`src/include/srwg_pkg.sv`:
```
// shared constants and types for the supervisor reset and write guard
package srwg_pkg;

  // clock and time base
  localparam int unsigned CLK_PERIOD_NS = 25;
  localparam int unsigned TICK_NS       = 1000;
  localparam int unsigned TICK_CYCLES   = (TICK_NS + CLK_PERIOD_NS - 1) / CLK_PERIOD_NS;

  // reset hold durations, in time-base ticks of one microsecond
  localparam int unsigned HOLD0_US = 1000;
  localparam int unsigned HOLD1_US = 2000;
  localparam int unsigned HOLD2_US = 4000;
  localparam int unsigned HOLD3_US = 8000;
  localparam int unsigned HOLD_W   = 16;

  // register bus shape
  localparam int unsigned ADDR_W = 4;
  localparam int unsigned DATA_W = 8;

  // register byte offsets
  localparam logic [ADDR_W-1:0] OFF_CTRL   = 4'h0;
  localparam logic [ADDR_W-1:0] OFF_STATUS = 4'h4;
  localparam logic [ADDR_W-1:0] OFF_MASK   = 4'h8;
  localparam logic [ADDR_W-1:0] OFF_STATE  = 4'hC;

  // control register fields
  localparam int unsigned CTRL_SEL_LO  = 0;
  localparam int unsigned CTRL_SEL_HI  = 1;
  localparam int unsigned CTRL_LOCK_LO = 2;
  localparam int unsigned CTRL_LOCK_HI = 3;
  localparam int unsigned CTRL_W       = 4;
  localparam logic [CTRL_W-1:0] CTRL_RST = 4'h0;

  // status and mask fields, one per event
  localparam int unsigned EV_RST_ON  = 0;
  localparam int unsigned EV_RST_OFF = 1;
  localparam int unsigned EV_FAIL2   = 2;
  localparam int unsigned EV_FAIL3   = 3;
  localparam int unsigned EV_WR_DENY = 4;
  localparam int unsigned EV_N       = 5;
  localparam logic [EV_N-1:0] STATUS_RST = 5'h00;
  localparam logic [EV_N-1:0] MASK_RST   = 5'h00;

  // state readout fields
  localparam int unsigned ST_BIT_RESET = 0;
  localparam int unsigned ST_BIT_FAIL2 = 1;
  localparam int unsigned ST_BIT_FAIL3 = 2;
  localparam int unsigned ST_BIT_WP    = 3;
  localparam int unsigned ST_BIT_FSM   = 4;

  typedef enum logic [2:0] {
    ST_CAUSE = 3'b001,
    ST_HOLD  = 3'b010,
    ST_RUN   = 3'b100
  } srwg_rst_state_e;

  typedef struct packed {
    logic [ADDR_W-1:0] addr;
    logic [DATA_W-1:0] wdata;
    logic              we;
    logic              re;
  } srwg_bus_req_s;

  typedef struct packed {
    logic req;
    logic nonvol;
  } srwg_wr_req_s;

endpackage

```
`src/core/srwg_hold_timer.sv`:
```
// reset hold timer: microsecond time base and selectable down counter
`timescale 1ns/1ps

module srwg_hold_timer #(
  parameter int unsigned TICKS = srwg_pkg::TICK_CYCLES,
  parameter int unsigned HOLD0 = srwg_pkg::HOLD0_US,
  parameter int unsigned HOLD1 = srwg_pkg::HOLD1_US,
  parameter int unsigned HOLD2 = srwg_pkg::HOLD2_US,
  parameter int unsigned HOLD3 = srwg_pkg::HOLD3_US
) (
  // clock, reset, enable
  input  wire logic       clk,
  input  wire logic       rst,
  input  wire logic       ce,
  // control
  input  wire logic       start,
  input  wire logic       clear,
  input  wire logic [1:0] sel,
  // result
  output logic            done
);
  import srwg_pkg::*;

  localparam int unsigned PRE_W = (TICKS > 1) ? $clog2(TICKS) : 1;

  if (TICKS < 1 || HOLD0 < 1 || HOLD1 < 1 || HOLD2 < 1 || HOLD3 < 1 ||
      HOLD0 >= 2**HOLD_W || HOLD1 >= 2**HOLD_W || HOLD2 >= 2**HOLD_W || HOLD3 >= 2**HOLD_W) begin : g_chk
    $error("hold timer parameters out of range");
  end

  logic [PRE_W-1:0]  pre_q;
  logic [HOLD_W-1:0] remain_q;
  logic              armed_q;
  logic [HOLD_W-1:0] loadVal;
  logic              tick;

  // four durations picked by the select bits [RULE13]
  assign loadVal = (sel == 2'd0) ? HOLD_W'(HOLD0) :
                   (sel == 2'd1) ? HOLD_W'(HOLD1) :
                   (sel == 2'd2) ? HOLD_W'(HOLD2) : HOLD_W'(HOLD3);
  assign tick    = (pre_q == PRE_W'(TICKS - 1));

  always_ff @(posedge clk) begin
    if (rst) begin
      pre_q    <= '0;
      remain_q <= '0;
      armed_q  <= 1'b0;
      done     <= 1'b0;
    end else if (ce) begin
      done <= 1'b0;
      if (clear) begin
        armed_q <= 1'b0;
      end else if (start) begin
        armed_q  <= 1'b1;
        pre_q    <= '0;
        remain_q <= loadVal; // [RULE13]
      end else if (armed_q) begin
        pre_q <= tick ? '0 : pre_q + 1'b1;
        if (tick) begin
          remain_q <= remain_q - 1'b1;
          if (remain_q == HOLD_W'(1)) begin
            armed_q <= 1'b0;
            done    <= 1'b1;
          end
        end
      end
    end
  end
endmodule

```
`src/core/srwg_supervisor.sv`:
```
// supervisor: reset generation, monitor fail outputs, write guard, registers
//
// Added by the designer: the placing of the registers and strobed register access.
`timescale 1ns/1ps

//
// Contract
// [RULE1] third fail output is high while the third comparator reports above its threshold, low otherwise.
// [RULE2] third fail output follows its comparator with no timeout or delay stage.
// [RULE3] second fail output is high while the second comparator reports above its threshold, low otherwise.
// [RULE4] second fail output has no power-up timeout and tracks its comparator from power-up on.
// [RULE5] a high manual reset input starts a reset cycle and drives the reset output high.
// [RULE6] after manual reset falls, reset stays high for the whole configured hold time.
// [RULE7] two select bits of the control register pick the hold time for manual and power-up resets alike.
// [RULE8] reset output is high whenever the supply comparator reports the supply below its trip threshold.
// [RULE9] at power-up reset is held until the hold time has passed after the supply reads stable.
// [RULE10] while write protect is high every nonvolatile write is refused.
// [RULE11] while write protect is high and the lock bits are not zero every write is refused.
// [RULE12] an undriven write protect input counts as low, leaving protection off. The code has no pull-down of its own and relies on one on the board.
// [RULE13] the hold time is a counter on an internal time base with four selectable durations.
module srwg_supervisor #(
  parameter int unsigned HOLD0 = srwg_pkg::HOLD0_US,
  parameter int unsigned HOLD1 = srwg_pkg::HOLD1_US,
  parameter int unsigned HOLD2 = srwg_pkg::HOLD2_US,
  parameter int unsigned HOLD3 = srwg_pkg::HOLD3_US,
  parameter int unsigned TICKS = srwg_pkg::TICK_CYCLES
) (
  // clock, reset, enable
  input  wire logic                     clk,
  input  wire logic                     rst,
  input  wire logic                     ce,
  // comparator and pin inputs
  input  wire logic                     supplyLowIn,
  input  wire logic                     manualResetIn,
  input  wire logic                     secondMonitorIn,
  input  wire logic                     thirdMonitorIn,
  input  wire logic                     writeProtectIn,
  // write requests from the serial side
  input  wire srwg_pkg::srwg_wr_req_s   wrReq,
  output logic                          wrGrant,
  output logic                          wrDeny,
  // register port
  input  wire srwg_pkg::srwg_bus_req_s  busReq,
  output logic [srwg_pkg::DATA_W-1:0]   rdData,
  // supervisor outputs
  output logic                          resetOut,
  output logic                          secondMonitorFailOut,
  output logic                          thirdMonitorFailOut,
  output logic                          irq
);
  import srwg_pkg::*;

  ////////////////////////////////////////////////////////////////////////////
  // register decode

  function automatic logic regHit(input logic [ADDR_W-1:0] a, input logic [ADDR_W-1:0] off);
    regHit = (a == off);
  endfunction

  logic wrCtrl;
  logic wrMask;
  logic rdStatus;
  logic rdCtrl;
  logic rdMask;
  logic rdState;

  assign wrCtrl   = busReq.we && regHit(busReq.addr, OFF_CTRL);
  assign wrMask   = busReq.we && regHit(busReq.addr, OFF_MASK);
  assign rdCtrl   = busReq.re && regHit(busReq.addr, OFF_CTRL);
  assign rdStatus = busReq.re && regHit(busReq.addr, OFF_STATUS);
  assign rdMask   = busReq.re && regHit(busReq.addr, OFF_MASK);
  assign rdState  = busReq.re && regHit(busReq.addr, OFF_STATE);

  ////////////////////////////////////////////////////////////////////////////
  // control, mask

  logic [CTRL_W-1:0] ctrl_q;
  logic [EV_N-1:0]   mask_q;
  logic [1:0]        timeoutSel;
  logic [1:0]        lockBits;

  // select bits steer both manual and power-up hold [RULE7]
  assign timeoutSel = {ctrl_q[CTRL_SEL_HI], ctrl_q[CTRL_SEL_LO]};
  assign lockBits   = {ctrl_q[CTRL_LOCK_HI], ctrl_q[CTRL_LOCK_LO]};

  always_ff @(posedge clk) begin
    if (rst) begin
      ctrl_q <= CTRL_RST;
      mask_q <= MASK_RST;
    end else if (ce) begin
      if (wrCtrl) ctrl_q <= busReq.wdata[CTRL_W-1:0];
      if (wrMask) mask_q <= busReq.wdata[EV_N-1:0];
    end
  end

  ////////////////////////////////////////////////////////////////////////////
  // reset sequencer

  srwg_rst_state_e state_q;
  srwg_rst_state_e state_d;
  logic            cause;
  logic            timerStart;
  logic            timerDone;
  logic            resetOut_d;

  // supply low or manual reset both force reset [RULE5] [RULE8]
  assign cause = supplyLowIn | manualResetIn;

  always_comb begin
    state_d    = state_q;
    timerStart = 1'b0;
    unique case (state_q)
      ST_CAUSE: begin
        if (!cause) begin
          state_d    = ST_HOLD;
          timerStart = 1'b1; // [RULE6] [RULE9]
        end
      end
      ST_HOLD: begin
        if (cause) begin
          state_d = ST_CAUSE;
        end else if (timerDone) begin
          state_d = ST_RUN;
        end
      end
      ST_RUN: begin
        if (cause) begin
          state_d = ST_CAUSE;
        end
      end
      default: state_d = ST_CAUSE;
    endcase
  end

  // reset stays high through cause and hold [RULE5] [RULE6] [RULE8]
  assign resetOut_d = (state_d != ST_RUN);

  // power-up counts as a cause: sequence starts in ST_CAUSE [RULE9]
  always_ff @(posedge clk) begin
    if (rst) begin
      state_q  <= ST_CAUSE;
      resetOut <= 1'b1;
    end else if (ce) begin
      state_q  <= state_d;
      resetOut <= resetOut_d;
    end
  end

  srwg_hold_timer #(
    .TICKS (TICKS),
    .HOLD0 (HOLD0),
    .HOLD1 (HOLD1),
    .HOLD2 (HOLD2),
    .HOLD3 (HOLD3)
  ) u_timer (
    .clk   (clk),
    .rst   (rst),
    .ce    (ce),
    .start (timerStart),
    .clear (cause),
    .sel   (timeoutSel),
    .done  (timerDone)
  );

  ////////////////////////////////////////////////////////////////////////////
  // monitor fail outputs

  // one flop only, no filter or hold: outputs must stay registered
  always_ff @(posedge clk) begin
    if (rst) begin
      secondMonitorFailOut <= 1'b0;
      thirdMonitorFailOut  <= 1'b0;
    end else if (ce) begin
      secondMonitorFailOut <= secondMonitorIn; // [RULE3] [RULE4]
      thirdMonitorFailOut  <= thirdMonitorIn;  // [RULE1] [RULE2]
    end
  end

  ////////////////////////////////////////////////////////////////////////////
  // write guard

  logic wpActive;
  logic wrRefuse;

  // pull-down lives on the board; a low or idle pin reads unprotected [RULE12]
  assign wpActive = writeProtectIn;
  assign wrRefuse = wpActive && (wrReq.nonvol || (lockBits != 2'b00)); // [RULE10] [RULE11]

  always_ff @(posedge clk) begin
    if (rst) begin
      wrGrant <= 1'b0;
      wrDeny  <= 1'b0;
    end else if (ce) begin
      wrGrant <= wrReq.req && !wrRefuse;
      wrDeny  <= wrReq.req && wrRefuse;
    end
  end

  ////////////////////////////////////////////////////////////////////////////
  // events, status, interrupt

  logic [EV_N-1:0] event_w;
  logic [EV_N-1:0] status_q;
  logic [EV_N-1:0] status_d;

  assign event_w[EV_RST_ON]  = resetOut_d && !resetOut;
  assign event_w[EV_RST_OFF] = !resetOut_d && resetOut;
  assign event_w[EV_FAIL2]   = secondMonitorIn != secondMonitorFailOut;
  assign event_w[EV_FAIL3]   = thirdMonitorIn != thirdMonitorFailOut;
  assign event_w[EV_WR_DENY] = wrReq.req && wrRefuse;

  // a read clears, an event in the same cycle still lands
  for (genvar i = 0; i < EV_N; i++) begin : g_status
    assign status_d[i] = event_w[i] | (status_q[i] & ~rdStatus);
  end

  always_ff @(posedge clk) begin
    if (rst) begin
      status_q <= STATUS_RST;
      irq      <= 1'b0;
    end else if (ce) begin
      status_q <= status_d;
      irq      <= |(status_d & mask_q);
    end
  end

  ////////////////////////////////////////////////////////////////////////////
  // read data, one cycle after the strobe

  logic [DATA_W-1:0] stateView;
  logic [DATA_W-1:0] rdData_d;

  assign stateView = DATA_W'({state_q, writeProtectIn, thirdMonitorFailOut,
                              secondMonitorFailOut, resetOut});

  assign rdData_d = rdCtrl   ? DATA_W'(ctrl_q)   :
                    rdStatus ? DATA_W'(status_q) :
                    rdMask   ? DATA_W'(mask_q)   :
                    rdState  ? stateView         : '0;

  always_ff @(posedge clk) begin
    if (rst) begin
      rdData <= '0;
    end else if (ce) begin
      rdData <= rdData_d;
    end
  end
endmodule

```
`config.mk`:
```
export PLATFORM = sky130hd
export DESIGN_NAME = srwg_supervisor
export DESIGN_NICKNAME = d
export VERILOG_FILES = /design/src/include/srwg_pkg.sv /design/src/core/srwg_hold_timer.sv /design/src/core/srwg_supervisor.sv
export SDC_FILE = /design/constraint.sdc
export NUM_CORES = 1
export LEC_CHECK = 0
export BUFFER_PORTS_ARGS = -buffer_cell sky130_fd_sc_hd__buf_2
export CORE_ASPECT_RATIO = 1.4
export CORE_MARGIN = 10
export CORE_UTILIZATION = 50
export DETAILED_ROUTE_END_ITERATION = 7
export PLACE_DENSITY = 0.74
export SLEW_MARGIN = 10
export SYNTH_ARGS = -nofsm -noshare
export SYNTH_HDL_FRONTEND = slang
export SYNTH_SLANG_ARGS = --single-unit
```
`constraint.sdc`:
```
create_clock -name clk -period 1.96 [get_ports clk]
set_clock_uncertainty 0.2 [all_clocks]
set_input_delay 0.196 -clock clk [delete_from_list [all_inputs] [get_ports clk]]
set_output_delay 0.196 -clock clk [all_outputs]
set_load 0.005 [all_outputs]
```
Word level (Yosys, flattened, before mapping). Cells that the tools add are included. Widths: inputs -> output; s select.

Flip-flop bits (word level): 55. Bits in latches: 0. Memory bits (writable): 0. ROM bits: 0. Word-level logic and storage cells: 99. Memories kept: 0.

$add $sub $neg: 2. $mul: 0. Divide/modulo/power cells: 0. Order comparisons: 0. Eq/ne operators: 13. Shift operators: 0. Mux-type cells: 30. Bitwise operators: 14. Reduce and logical (&&, ||, !) cells: 25.

Operators with widths (count): $mux 16 (5); $mux 7 (4); $mux 6 (3); $eq 16x1->1 const B (1); $sub 16x1->16 const B (1); $mux 13 (1); $mux 1 (12); $mux 3 (4); $logic_and 1x1->1 (11); $pmux 3 s3 (1); $eq 4x4->1 const B (2); $add 6x1->6 const B (1); $eq 6x6->1 const B (1); $or 1x1->1 (6); $reduce_bool 2->1 (3); $and 1x1->1 (5); $and 5x5->5 (1); $reduce_or 5->1 (1); $eq 4x3->1 const B (1); $logic_not 4->1 (1); $reduce_and 2->1 (2); $reduce_and 4->1 (1); $eq 3x1->1 const B (1); $eq 3x2->1 const B (1); other kinds (10) (14).

Longest topological paths before layout. Gate-level depths: netlist of the first run.

Word-level depth: 9. Gate-level depth with buffers: 7. Gate-level depth less buffers: 6.

Modules after synthesis. From an unflattened synthesis of the first run, not the netlist that was laid out.

Cell total of the unflattened synthesis: 326. Area total of the unflattened synthesis: 2861.5 um2.

Modules (own cells, without submodules): srwg_supervisor (times used 1, cells an instance 152, area each 1468.9 um2); srwg_hold_timer (times used 1, cells an instance 174, area each 1392.6 um2).

Worst setup path before layout of the first run. No wires, ideal clock.

Path kind: register to register. From: register u_timer.pre_q[0]. To: register u_timer.remain_q[13]. Library setup time: 0.072 ns. Arrival time: 1.881 ns. Data required time: 1.688 ns. Slack: -0.193 ns. Stages on the path, launching flop included: 7. Buffers on the path: 1. Period minus slack after synthesis: 2.153 ns. Cells stage by stage: dfxtp_1 -> ha_1 -> nor4bb_1 -> a22oi_1 -> buf_4 -> nor4b_1 -> mux2i_1.

Longest elaborated chain between the ends: 3.

Ends and longest elaborated chain: start: declaration (RTL line srwg_hold_timer.sv:31) `logic [PRE_W-1:0] pre_q;`; start signal: assignment (RTL line srwg_hold_timer.sv:58) `pre_q <= tick ? '0 : pre_q + 1'b1;`; $eq 6x6->1 (RTL line srwg_hold_timer.sv:41) `assign tick = (pre_q == PRE_W'(TICKS - 1));`; $reduce_bool 2->1 (no source line); $reduce_and 4->1 (no source line); end signal: assignment (RTL line srwg_hold_timer.sv:56) `remain_q <= loadVal;`; end signal: assignment (RTL line srwg_hold_timer.sv:60) `remain_q <= remain_q - 1'b1;`; end: declaration (RTL line srwg_hold_timer.sv:32) `logic [HOLD_W-1:0] remain_q;`.

No other way between the ends. A chain may end at the register's enable or synchronous reset.

Final worst setup path of the first run.
From: register u_timer.remain_q[7]. To: register u_timer.remain_q[9].

Longest elaborated chain between the ends: 4.

Ends and longest elaborated chain: $sub 16x1->16 (RTL line srwg_hold_timer.sv:60); $mux 16 (RTL line srwg_hold_timer.sv:59) `if (tick) begin`; $mux 16 (RTL line srwg_hold_timer.sv:57) `end else if (armed_q) begin`; $mux 16 (RTL line srwg_hold_timer.sv:53) `end else if (start) begin`.

No other way between the ends. The select of a mux whose other input is x is not followed.

==> run metrics, run 1 <==
Root Buffer sky130_fd_sc_hd__clkbuf_8; clock sinks 54; Slew headroom 0.6568; post-synth net total 363; share of the synthesized area in the top cell type 0.3726; fraction of the cycle the final worst path needs 1.054; source of the worst hold timing path rst; final hold violation count 0; number of register bits inferred by synthesis 54; netlist area before placement 2902 sq um; number of standard-cell rows in the floorplan 32; average vias per placed instance 6.265; worst min path class primary input to register; Avg Synthesized Cell Area 8.636 sq um; met3 global-route usage 0.03451; FFs w/ async S/R, synth 0; via count 3070; most area-consuming cells after synthesis sky130_fd_sc_hd__dfxtp_1, sky130_fd_sc_hd__mux2i_1, sky130_fd_sc_hd__nor2_1; met1 global-route usage 0.1875; slack of the worst reg-to-reg path -110 ps; setup TNS after final layout -230.1 ps; net switching share of the total power 0.2722; Int Power 1.720 mW; total global routing overflow 0; cell accounting for the most synthesized area sky130_fd_sc_hd__dfxtp_1; Detail Route Antenna Nets 0; pin count of the biggest net entering global routing 37; overall routed net length 9.175 mm; slowest cell delay on critical path 590 ps; CTS buffer count 5; CP Launch Type register; post-synthesis sequential area ratio 0.3726; fraction of layout instances using a drive strength above 1 0.3412; antenna cells 0; RSZ-0062 raised after global routing yes; most used routing layer in global routing met2; Area Growth Syn to Fin 34.54%; Final WS setup -106.1 ps; count of unique library cells instantiated by Yosys 65; Longest Clk Path Bufs 2; highest attainable clock frequency 0.4840 GHz; CTS tree done; Port Buffers 33; placeable core area 5565 sq um; net switching power 643.4 uW; met2 track utilization from global routing 0.3453; standard cell with the maximum stage delay on the critical path sky130_fd_sc_hd__or4_4; worst-case reg-to-reg path depth 4; EDFF count, synth 0; Leak 1.587 nW; first drt pass iteration count 6; maximum net fanout on the critical path 5; antenna violations before repair 0; data arrival time of the critical path 2120 ps; initial core utilization 0.5214; DRC violations left 0; CTS HTree Levels 2; Least-Margin Pin Slew 513.7 ps; outcome finished, violations left; relative contribution of sequential cells to total power 0.485; data required time at the worst endpoint 2010 ps; Final HPWL DP 6.304 mm; endpoint of the worst hold path u_timer.remain_q[8]; Setup-failing EPs final 5; yosys warns 0; violated checks negative setup slack; Post-Synthesis Cells 336; R2R Path Start u_timer.remain_q[7]; worst ir drop on vdd 0.4100 mV; Initial DRC Count 267; die area 9293 sq um; Max-Cap Viols 0; Top-Level Pins 38; worst slack on hold paths 73.39 ps; via count of the first global-routing pass 3183; final number of max-transition violations 0; Critical Path Sink Type register; endpoint of the lowest-slack register-to-register path u_timer.remain_q[9]; time the final worst path needs with I/O delays and setup 2066 ps; number of instances on the worst hold path 2; die boundary height 110.1 microns; wire length of the first global-routing pass 14.57 mm; Gate power share 0.190; clock latency at the later pin of the worst-skew pair 320 ps; clk slew on worst S/H paths 100 ps; overall routing resource usage 0.1860; worst-path cell chain or4_4, or3_1, or4_1, a31oi_1; average routed wire per standard cell 18.72 microns; kind of critical path register to register; final estimated routing congestion in global placement 0.9092; predominant post-synthesis flop cell sky130_fd_sc_hd__dfxtp_1; Clock Power Share 0.326; Die X 84.38 microns; Nets 448; total power divided by cell area 605.3 nW/um^2
layer usage:
metal	wire [microns]	share of wire
met5	0	0
met1	3461	0.38
met2	4790	0.52
met4	508	0.055
met3	414	0.045
cell type report:
type                    instances  area (sq um)
clock buffers                   6         72.57
clock inverters                 2         37.54
fillers                       415          1662
inverters                       8         30.03
multi-input cells             252          1858
flip-flops and latches         54          1096
well taps                      68         85.08
repair buffers                100         724.4
power groups by stage:
stage / combinational (mW) / clock [mW] / sequential, mW
2_1_floorplan: 0.213 / 0 / 1.17
3_3_place_gp: 0.366 / 0 / 1.17
3_5_place_dp: 0.372 / 0 / 1.17
4_1_cts: 0.413 / 0.776 / 1.15
5_1_grt: 0.483 / 0.797 / 1.15
6_report: 0.448 / 0.769 / 1.15
state kept, by name, summed over array words and instances (netlist names):
register	cells
status_q	5
wrGrant	1
u_timer.armed_q	1
state_q	3
u_timer.done	1
u_timer.pre_q	6
thirdMonitorFailOut	1
mask_q	5
u_timer.remain_q	16
ctrl_q	4
wrDeny	1
secondMonitorFailOut	1
rdData	7
irq	1
resetOut	1
worst max path at each step:
stage	startpoint	end	slack (ps)	depth (start not counted)
4_1_cts	u_timer.remain_q[0]	u_timer.remain_q[9]	-100	4
3_5_place_dp	u_timer.pre_q[1]	u_timer.remain_q[6]	-210	6
5_1_grt	u_timer.remain_q[7]	u_timer.remain_q[9]	-150	4
2_1_floorplan	u_timer.remain_q[1]	u_timer.remain_q[9]	-40	4
6_report	u_timer.remain_q[7]	u_timer.remain_q[9]	-110	4
3_3_place_gp	u_timer.remain_q[1]	u_timer.remain_q[13]	-150	5
worst max-delay path: cells and delay by family (launching register included):
| kind | cells | cell delay, ps |
|---|---|---|
| DFF | 1 | 330 |
| AOI/OAI and AO/OA | 1 | 140 |
| and+or+nand+nor | 3 | 1330 |
kinds of logic after synthesis:
| group | share of synthesized area |
|---|---|
| buf+inv | 0.04355 |
| flops | 0.3726 |
| xor+xnor | 0.02415 |
| compound gates | 0.2186 |
| mux | 0.07115 |
| simple gates | 0.2557 |
| other cells | 0.001292 |
| fa+ha+maj | 0.01294 |
placed cells by master (no fill, tap or decap), types with 4 or more instances in the layout:
master                          Yosys  layout
sky130_fd_sc_hd__dlygate4sd3_1      0       8
sky130_fd_sc_hd__dfxtp_1           54      46
sky130_fd_sc_hd__mux2_2             5       5
sky130_fd_sc_hd__clkbuf_8           0       5
sky130_fd_sc_hd__nor3_1             9       7
sky130_fd_sc_hd__a211oi_1           7       5
sky130_fd_sc_hd__nand3_1            7       6
sky130_fd_sc_hd__o211ai_1           6       6
sky130_fd_sc_hd__o31ai_1            5       4
sky130_fd_sc_hd__nor2b_1            4       4
sky130_fd_sc_hd__nand4_1           11      11
sky130_fd_sc_hd__or4_1              6       5
sky130_fd_sc_hd__inv_1              7       6
sky130_fd_sc_hd__a22o_1             5       5
sky130_fd_sc_hd__buf_4              2      54
sky130_fd_sc_hd__a21oi_1           19      19
sky130_fd_sc_hd__a22oi_1            9       8
sky130_fd_sc_hd__nand2b_1          10      10
sky130_fd_sc_hd__nand2_1           16      16
sky130_fd_sc_hd__xor2_1             5       5
sky130_fd_sc_hd__a31oi_1            5       5
sky130_fd_sc_hd__mux2i_1           15      15
sky130_fd_sc_hd__o21ai_0            6       5
sky130_fd_sc_hd__dfxtp_2            0       6
sky130_fd_sc_hd__nor2_1            35      35
sky130_fd_sc_hd__buf_2              5      33
cells in the mapped netlist (7+ instances only):
cell / instances
sky130_fd_sc_hd__mux2i_1: 15
sky130_fd_sc_hd__a211oi_1: 7
sky130_fd_sc_hd__nor2_1: 35
sky130_fd_sc_hd__nand2_1: 16
sky130_fd_sc_hd__a21oi_1: 19
sky130_fd_sc_hd__nand3_1: 7
sky130_fd_sc_hd__a22oi_1: 9
sky130_fd_sc_hd__inv_1: 7
sky130_fd_sc_hd__nor3_1: 9
sky130_fd_sc_hd__clkbuf_1: 13
sky130_fd_sc_hd__dfxtp_1: 54
sky130_fd_sc_hd__nand4_1: 11
sky130_fd_sc_hd__nand2b_1: 10
metrics by stage:
stage / cells / setup WS, ps / total power [mW] / cell area (sq um) / util
2_1_floorplan: 336 / -38.03 / 1.382 / 2923 / -
5_1_grt: 490 / -153.5 / 2.429 / 3904 / 0.7014
3_5_place_dp: 463 / -212.2 / 1.543 / 3462 / 0.6221
3_3_place_gp: 463 / -146.4 / 1.536 / 3462 / 0.6221
6_report: 490 / -106.1 / 2.363 / 3904 / 0.7014
4_1_cts: 485 / -98.68 / 2.335 / 3784 / 0.6799
timing repair:
| action | in CTS | in global routing |
|---|---|---|
| setup endpoints to repair | 22 | 21 |
| endpoints found under the hold margin | 13 | 0 |
| gates cloned | 0 | 0 |
| pin swaps | 5 | 20 |
| buffers inserted | 6 | 5 |
| gates resized for setup | 20 | 20 |
| hold buffers | 8 | 0 |
No activity file was read; power rests on OpenSTA's default activity.
==> run 2, diff against run 1 <==
--- a/config.mk
+++ b/config.mk
@@ -8,9 +8,9 @@
 export BUFFER_PORTS_ARGS = -buffer_cell sky130_fd_sc_hd__buf_2
 export CORE_ASPECT_RATIO = 1.4
 export CORE_MARGIN = 10
-export CORE_UTILIZATION = 50
+export CORE_UTILIZATION = 40
 export DETAILED_ROUTE_END_ITERATION = 7
-export PLACE_DENSITY = 0.74
+export PLACE_DENSITY = 0.62
 export SLEW_MARGIN = 10
 export SYNTH_ARGS = -nofsm -noshare
 export SYNTH_HDL_FRONTEND = slang
==> run 2 against run 1 <==
  * The run still ends with negative setup slack left
  * Die area is 20% higher
  * Maximum frequency grew 0.93%
  * Sequential power is essentially flat
  * Critical path depth rose by 3
  * Count of clock-buffer cells in the layout unchanged
  * Via count shrank 3.3%
  * Global-route usage is 3.4 points lower
  * Critical endpoint is now u_timer.remain_q[5]
  * Largest power group unchanged
==> run metrics, run 2 (same netlist as run 1, synthesis figures left out) <==
outcome finished, violations left; violated checks negative setup slack; average vias per placed instance 5.730 (-8.5%); Detail Route Antenna Nets 0 (unchanged); timing endpoint of the critical path u_timer.remain_q[5]; data required time at the worst endpoint 1970 ps (-40 ps); antenna cells 0 (unchanged); worst-case reg-to-reg path depth 7 (+3); final hold violation count 0 (unchanged); Die X 91.98 microns (+9.0%); die area 11110 sq um (+20%); CTS HTree Levels 2 (unchanged); post-place setup slack -139.3 ps (+72.89 ps); R2R Path Start u_timer.remain_q[3]; Leak 1.593 nW (+0.34%); Slew headroom 0.6595 (+0.002742); Root Buffer sky130_fd_sc_hd__clkbuf_8; Post-Place Cells 499 (+7.8%); Critical Path Sink Type register; flip-flop count of the largest register after layout 16 (unchanged); worst slack on hold paths 13.32 ps (-60.06 ps); final estimated routing congestion in global placement 0.8708 (-4.2%); RSZ-0062 raised after global routing yes; CTS buffer count 5 (unchanged); highest attainable clock frequency 0.4885 GHz (+0.93%); Top-Level Pins 38 (unchanged); non-filler instance count after layout 518 (+5.7%); setup TNS after final layout -384.3 ps (-154.1 ps); final number of max-transition violations 0 (unchanged); worst ir drop on vdd 0.3723 mV (-9.2%); CP Launch Type register; clk slew on worst S/H paths 100 ps (about the same); DRC violations left 0 (unchanged); number of standard-cell rows in the floorplan 36 (+13%); maximum net fanout on the critical path 3 (-2); clock latency at the later pin of the worst-skew pair 310 ps (about the same); Area Growth Syn to Fin 34.80%; wire length of the first global-routing pass 14.26 mm (-2.1%); time the final worst path needs with I/O delays and setup 2047 ps (-18.94 ps); via count of the first global-routing pass 3037 (-4.6%); kind of critical path register to register; Initial DRC Count 176 (-34%); largest registers in the final layout u_timer.remain_q x16, rdData x7, u_timer.pre_q x6; overall routed net length 8.636 mm (-5.9%); via count 2968 (-3.3%); fraction of the cycle the final worst path needs 1.044 (-0.009666); CTS tree done; placeable core area 7027 sq um (+26%); average routed wire per standard cell 16.67 microns (-11%); data arrival time of the critical path 2060 ps (-60 ps); source of the worst hold timing path rst; top library cells by usage in the layout, fill and taps aside sky130_fd_sc_hd__buf_4, sky130_fd_sc_hd__dfxtp_1, sky130_fd_sc_hd__nor2_1; slack of the worst reg-to-reg path -90 ps (+20 ps); endpoint of the lowest-slack register-to-register path u_timer.remain_q[5]; clock sinks 54 (unchanged); total power divided by cell area 600.0 nW/um^2 (-0.89%); Max-Cap Viols 0 (unchanged); Nets 450 (+0.45%); most frequent standard cell in the layout excluding fill and tap cells sky130_fd_sc_hd__buf_4; first drt pass iteration count 5 (-1); Final HPWL DP 6.441 mm (+2.2%); Setup-failing EPs final 8 (+3); antenna violations before repair 0 (unchanged); Least-Margin Pin Slew 509.6 ps (-4.104 ps); total global routing overflow 0 (unchanged); pin count of the biggest net entering global routing 37 (unchanged); die boundary height 120.8 microns (+9.7%); source of the critical timing path u_timer.remain_q[3]; Port Buffers 33 (unchanged); initial core utilization 0.4129 (-0.1084); fraction of layout instances using a drive strength above 1 0.3310 (-0.01026); Longest Clk Path Bufs 2 (unchanged); worst min path class primary input to register; Final WS setup -87.15 ps (+18.94 ps); Most flops, register u_timer.remain_q; overall routing resource usage 0.1525 (-0.03351)
## run 2: cell types whose count changed in the layout (fill, tap and decap cells not counted), sizes merged
cell / previous run / this run
buf: 92 / 94
clkinvlp: 1 / 0
## run 2: repair_timing
item	CTS	global route
hold endpoints to repair	13	0
setup buffers	2	2
hold buffers	8	0
gates cloned	0	0
pin swaps	4	7
setup endpoints to repair	16	17
resized for setup	15	16
## run 2: final cells by class
class / instances / area [sq um]
multi-input cells: 252 / 1837
repair buffers: 102 / 723.2
fillers: 677 / 3115
well taps: 95 / 118.9
clock buffers: 6 / 82.58
inverters: 8 / 30.03
clock inverters: 1 / 30.03
flip-flops and latches: 54 / 1090
## run 2: power by group
part / leakage, nW / switching, mW / total (mW) / internal, mW
clock: 0.0573 / 0.366 / 0.775 / 0.409
sequential: 0.441 / 0.0228 / 1.15 / 1.12
combinational: 1.09 / 0.218 / 0.425 / 0.207
total: 1.59 / 0.606 / 2.35 / 1.74
## run 2: how the worst min path moves through the flow
| stage | to | slack [ps] | cells after the start |
|---|---|---|---|
| 3_3_place_gp | mask_q[4] | 230 | 3 |
| 2_1_floorplan | ctrl_q[0] | 140 | 2 |
| 3_5_place_dp | mask_q[4] | 240 | 3 |
| 6_report | u_timer.remain_q[9] | 10 | 2 |
| 5_1_grt | u_timer.remain_q[8] | 40 | 2 |
| 4_1_cts | u_timer.remain_q[9] | 10 | 2 |
## run 2: through the flow
step,util,power (mW),area [sq um]
finish,0.5566,2.347,3911
global route,0.5566,2.440,3911
CTS,0.5433,2.344,3817
detailed placement,0.5053,1.547,3551
global placement,0.5053,1.544,3551
floorplan,-,1.382,2923
## run 2: layer usage
layer	routed length, microns	vias up	track usage
met5	0	-	0
met2	4630	67	0.2938
met1	3472	1440	0.1586
met4	213	0	0.05126
met3	320	16	0.02972
li1	-	1445	-
## run 2: worst max-delay path, cell delays in order, from the launching register on
cell	delay (ps)
sky130_fd_sc_hd__dfxtp_2	330
sky130_fd_sc_hd__or4_4	530
sky130_fd_sc_hd__buf_4	150
sky130_fd_sc_hd__buf_6	110
sky130_fd_sc_hd__buf_4	130
sky130_fd_sc_hd__nor4_4	120
sky130_fd_sc_hd__o21ai_1	100
sky130_fd_sc_hd__a32o_2	260
==> run 3, diff against run 2 <==
--- a/config.mk
+++ b/config.mk
@@ -10,8 +10,7 @@
 export CORE_MARGIN = 10
 export CORE_UTILIZATION = 40
 export DETAILED_ROUTE_END_ITERATION = 7
-export PLACE_DENSITY = 0.62
-export SLEW_MARGIN = 10
+export PLACE_DENSITY = 0.6
 export SYNTH_ARGS = -nofsm -noshare
 export SYNTH_HDL_FRONTEND = slang
 export SYNTH_SLANG_ARGS = --single-unit
==> constraint.sdc (replaced) <==
create_clock -name clk -period 2.5 [get_ports clk]
set_clock_uncertainty 0.2 [all_clocks]
set_input_delay 0.25 -clock clk [delete_from_list [all_inputs] [get_ports clk]]
set_output_delay 0.25 -clock clk [all_outputs]
set_load 0.005 [all_outputs]
==> run 3 against run 2 <==
  * The run now ends clean
  * Sequential power down 21%
  * Critical path type unchanged
  * Clock power shrank 32%
  * Register-to-register slack gained 280 ps
  * Core utilization fell by 7.5 points
  * Via count shrank 9.0%
  * Count of clock-buffer cells in the layout unchanged
  * Largest cell class unchanged
  * Critical path depth down 1
  * Wire length down 6.6%
==> run metrics, run 3 (same netlist as run 1, synthesis figures left out) <==
kind of critical path register to register; worst ir drop on vdd 0.3246 mV (-13%); wire length of the first global-routing pass 13.39 mm (-6.1%); final number of max-transition violations 0 (unchanged); clock latency at the later pin of the worst-skew pair 300 ps (about the same); Die X 91.98 microns (unchanged); average routed wire per standard cell 17.05 microns (+2.3%); average vias per placed instance 5.712 (-0.30%); via count of the first global-routing pass 2806 (-7.6%); Least-Margin Pin Slew 541.1 ps (+31.49 ps); Slew headroom 0.6360 (-0.02359); DRC violations left 0 (unchanged); Detail Route Antenna Nets 0 (unchanged); total power divided by cell area 498.2 nW/um^2 (-17%); setup TNS after final layout 0 ps (+384.3 ps); final hold violation count 0 (unchanged); source of the worst hold timing path wrReq[1]; Port Buffers 33 (unchanged); Top-Level Pins 38 (unchanged); slowest cell delay on critical path 460 ps (-70 ps); antenna cells 0 (unchanged); first drt pass iteration count 4 (-1); CTS tree done; worst-path cell chain ha_1, nor4bb_1, buf_4, o211ai_1, a2111oi_0, nor4_1; die area 11110 sq um (unchanged); total global routing overflow 0 (unchanged); time the final worst path needs with I/O delays and setup 2311 ps (+263.9 ps); Max-Cap Viols 0 (unchanged); overall routing resource usage 0.1442 (-0.008323); Leak 1.326 nW (-17%); maximum net fanout on the critical path 4 (+1); flip-flop count of the largest register after layout 16 (unchanged); R2R Path Start u_timer.pre_q[0]; Longest Clk Path Bufs 2 (unchanged); worst slack on hold paths 32.60 ps (+19.28 ps); placeable core area 7027 sq um (unchanged); outcome finished clean; die boundary height 120.8 microns (unchanged); number of standard-cell rows in the floorplan 36 (unchanged); highest attainable clock frequency 0.4327 GHz (-11%); via count 2702 (-9.0%); top library cells by usage in the layout, fill and taps aside sky130_fd_sc_hd__dfxtp_1, sky130_fd_sc_hd__nor2_1, sky130_fd_sc_hd__buf_2; CTS buffer count 5 (unchanged); fraction of layout instances using a drive strength above 1 0.1905 (-0.1405); CTS HTree Levels 2 (unchanged); Root Buffer sky130_fd_sc_hd__clkbuf_8; Final HPWL DP 5.968 mm (-7.3%); pin count of the biggest net entering global routing 37 (unchanged); clock sinks 54 (unchanged); antenna violations before repair 0 (unchanged); data required time at the worst endpoint 2470 ps (+500 ps); source of the critical timing path u_timer.pre_q[0]; sum of internal, switching and leakage power 1.685 mW (-28%); worst min path class primary input to register; RSZ-0062 raised after global routing no; Critical Path Sink Type register; initial core utilization 0.4129 (unchanged); data arrival time of the critical path 2290 ps (+230 ps); Most flops, register u_timer.remain_q; fraction of the cycle the final worst path needs 0.9244 (-0.1201); Initial DRC Count 136 (-23%); overall routed net length 8.066 mm (-6.6%); most frequent standard cell in the layout excluding fill and tap cells sky130_fd_sc_hd__dfxtp_1; final estimated routing congestion in global placement 0.9068 (+4.1%); Area Growth Syn to Fin 16.60%; Nets 404 (-10%); Setup-failing EPs final 0 (-8); standard cell with the maximum stage delay on the critical path sky130_fd_sc_hd__nor4bb_1; largest registers in the final layout u_timer.remain_q x16, rdData x7, u_timer.pre_q x6; CP Launch Type register; clk slew on worst S/H paths 100 ps (about the same)
## run 3: stage by stage
| step | cells | instance area [sq um] | setup slack (ps) | utilization |
|---|---|---|---|---|
| after global routing | 473 | 3383 | 37.69 | 0.4815 |
| final | 473 | 3383 | 189.0 | 0.4815 |
| after global placement | 458 | 3209 | 254.4 | 0.4567 |
| after detailed placement | 458 | 3209 | 212.4 | 0.4567 |
| after floorplan | 336 | 2902 | 347.1 | - |
| after CTS | 473 | 3378 | 173.5 | 0.4808 |
## run 3: cell type report
class / count / area, sq um
well taps: 95 / 118.9
fillers: 732 / 3643
clock inverters: 2 / 16.27
inverters: 8 / 30.03
repair buffers: 56 / 355.3
multi-input cells: 252 / 1699
flip-flops and latches: 54 / 1081
clock buffers: 6 / 82.58
## run 3: timing repair
| action | in CTS | in global routing |
|---|---|---|
| endpoints found under the setup margin | 0 | 1 |
| resized for setup | 0 | 1 |
| endpoints found under the hold margin | 11 | 0 |
| hold buffers | 7 | 0 |
| buffers inserted | 0 | 0 |
## run 3: path summary, 6_finish.rpt
path | cells past startpoint | slack, ps | end
worst max-delay path | 6 | 190 | u_timer.remain_q[6]
worst min-delay path | 3 | 30 | wrGrant
worst max register to register | 6 | 190 | u_timer.remain_q[6]
worst min register to register | 2 | 280 | wrDeny
## run 3: where the power goes
part	total, mW	leakage [nW]	switching, mW	internal, mW
sequential	0.903	0.438	0.0222	0.881
clock	0.526	0.0478	0.297	0.229
combinational	0.256	0.840	0.146	0.111
total	1.69	1.33	0.465	1.22
## run 3: worst max-delay path: cells and delay by family, from the launching register on
kind	cells	cell delay [ps]
buffers and inverters	1	210
DFF	1	400
and+or+nand+nor	2	560
adders and majority gates	1	220
AOI/OAI and AO/OA	2	590
## run 3: metal layers
layer / track usage / share of wire / wire [microns] / vias to the layer above
met5: 0 / 0 / 0 / -
met4: 0.06190 / 0.026 / 208 / 0
met3: 0.02972 / 0.034 / 276 / 15
met2: 0.2611 / 0.53 / 4246 / 57
met1: 0.1577 / 0.41 / 3334 / 1278
li1: - / - / - / 1352
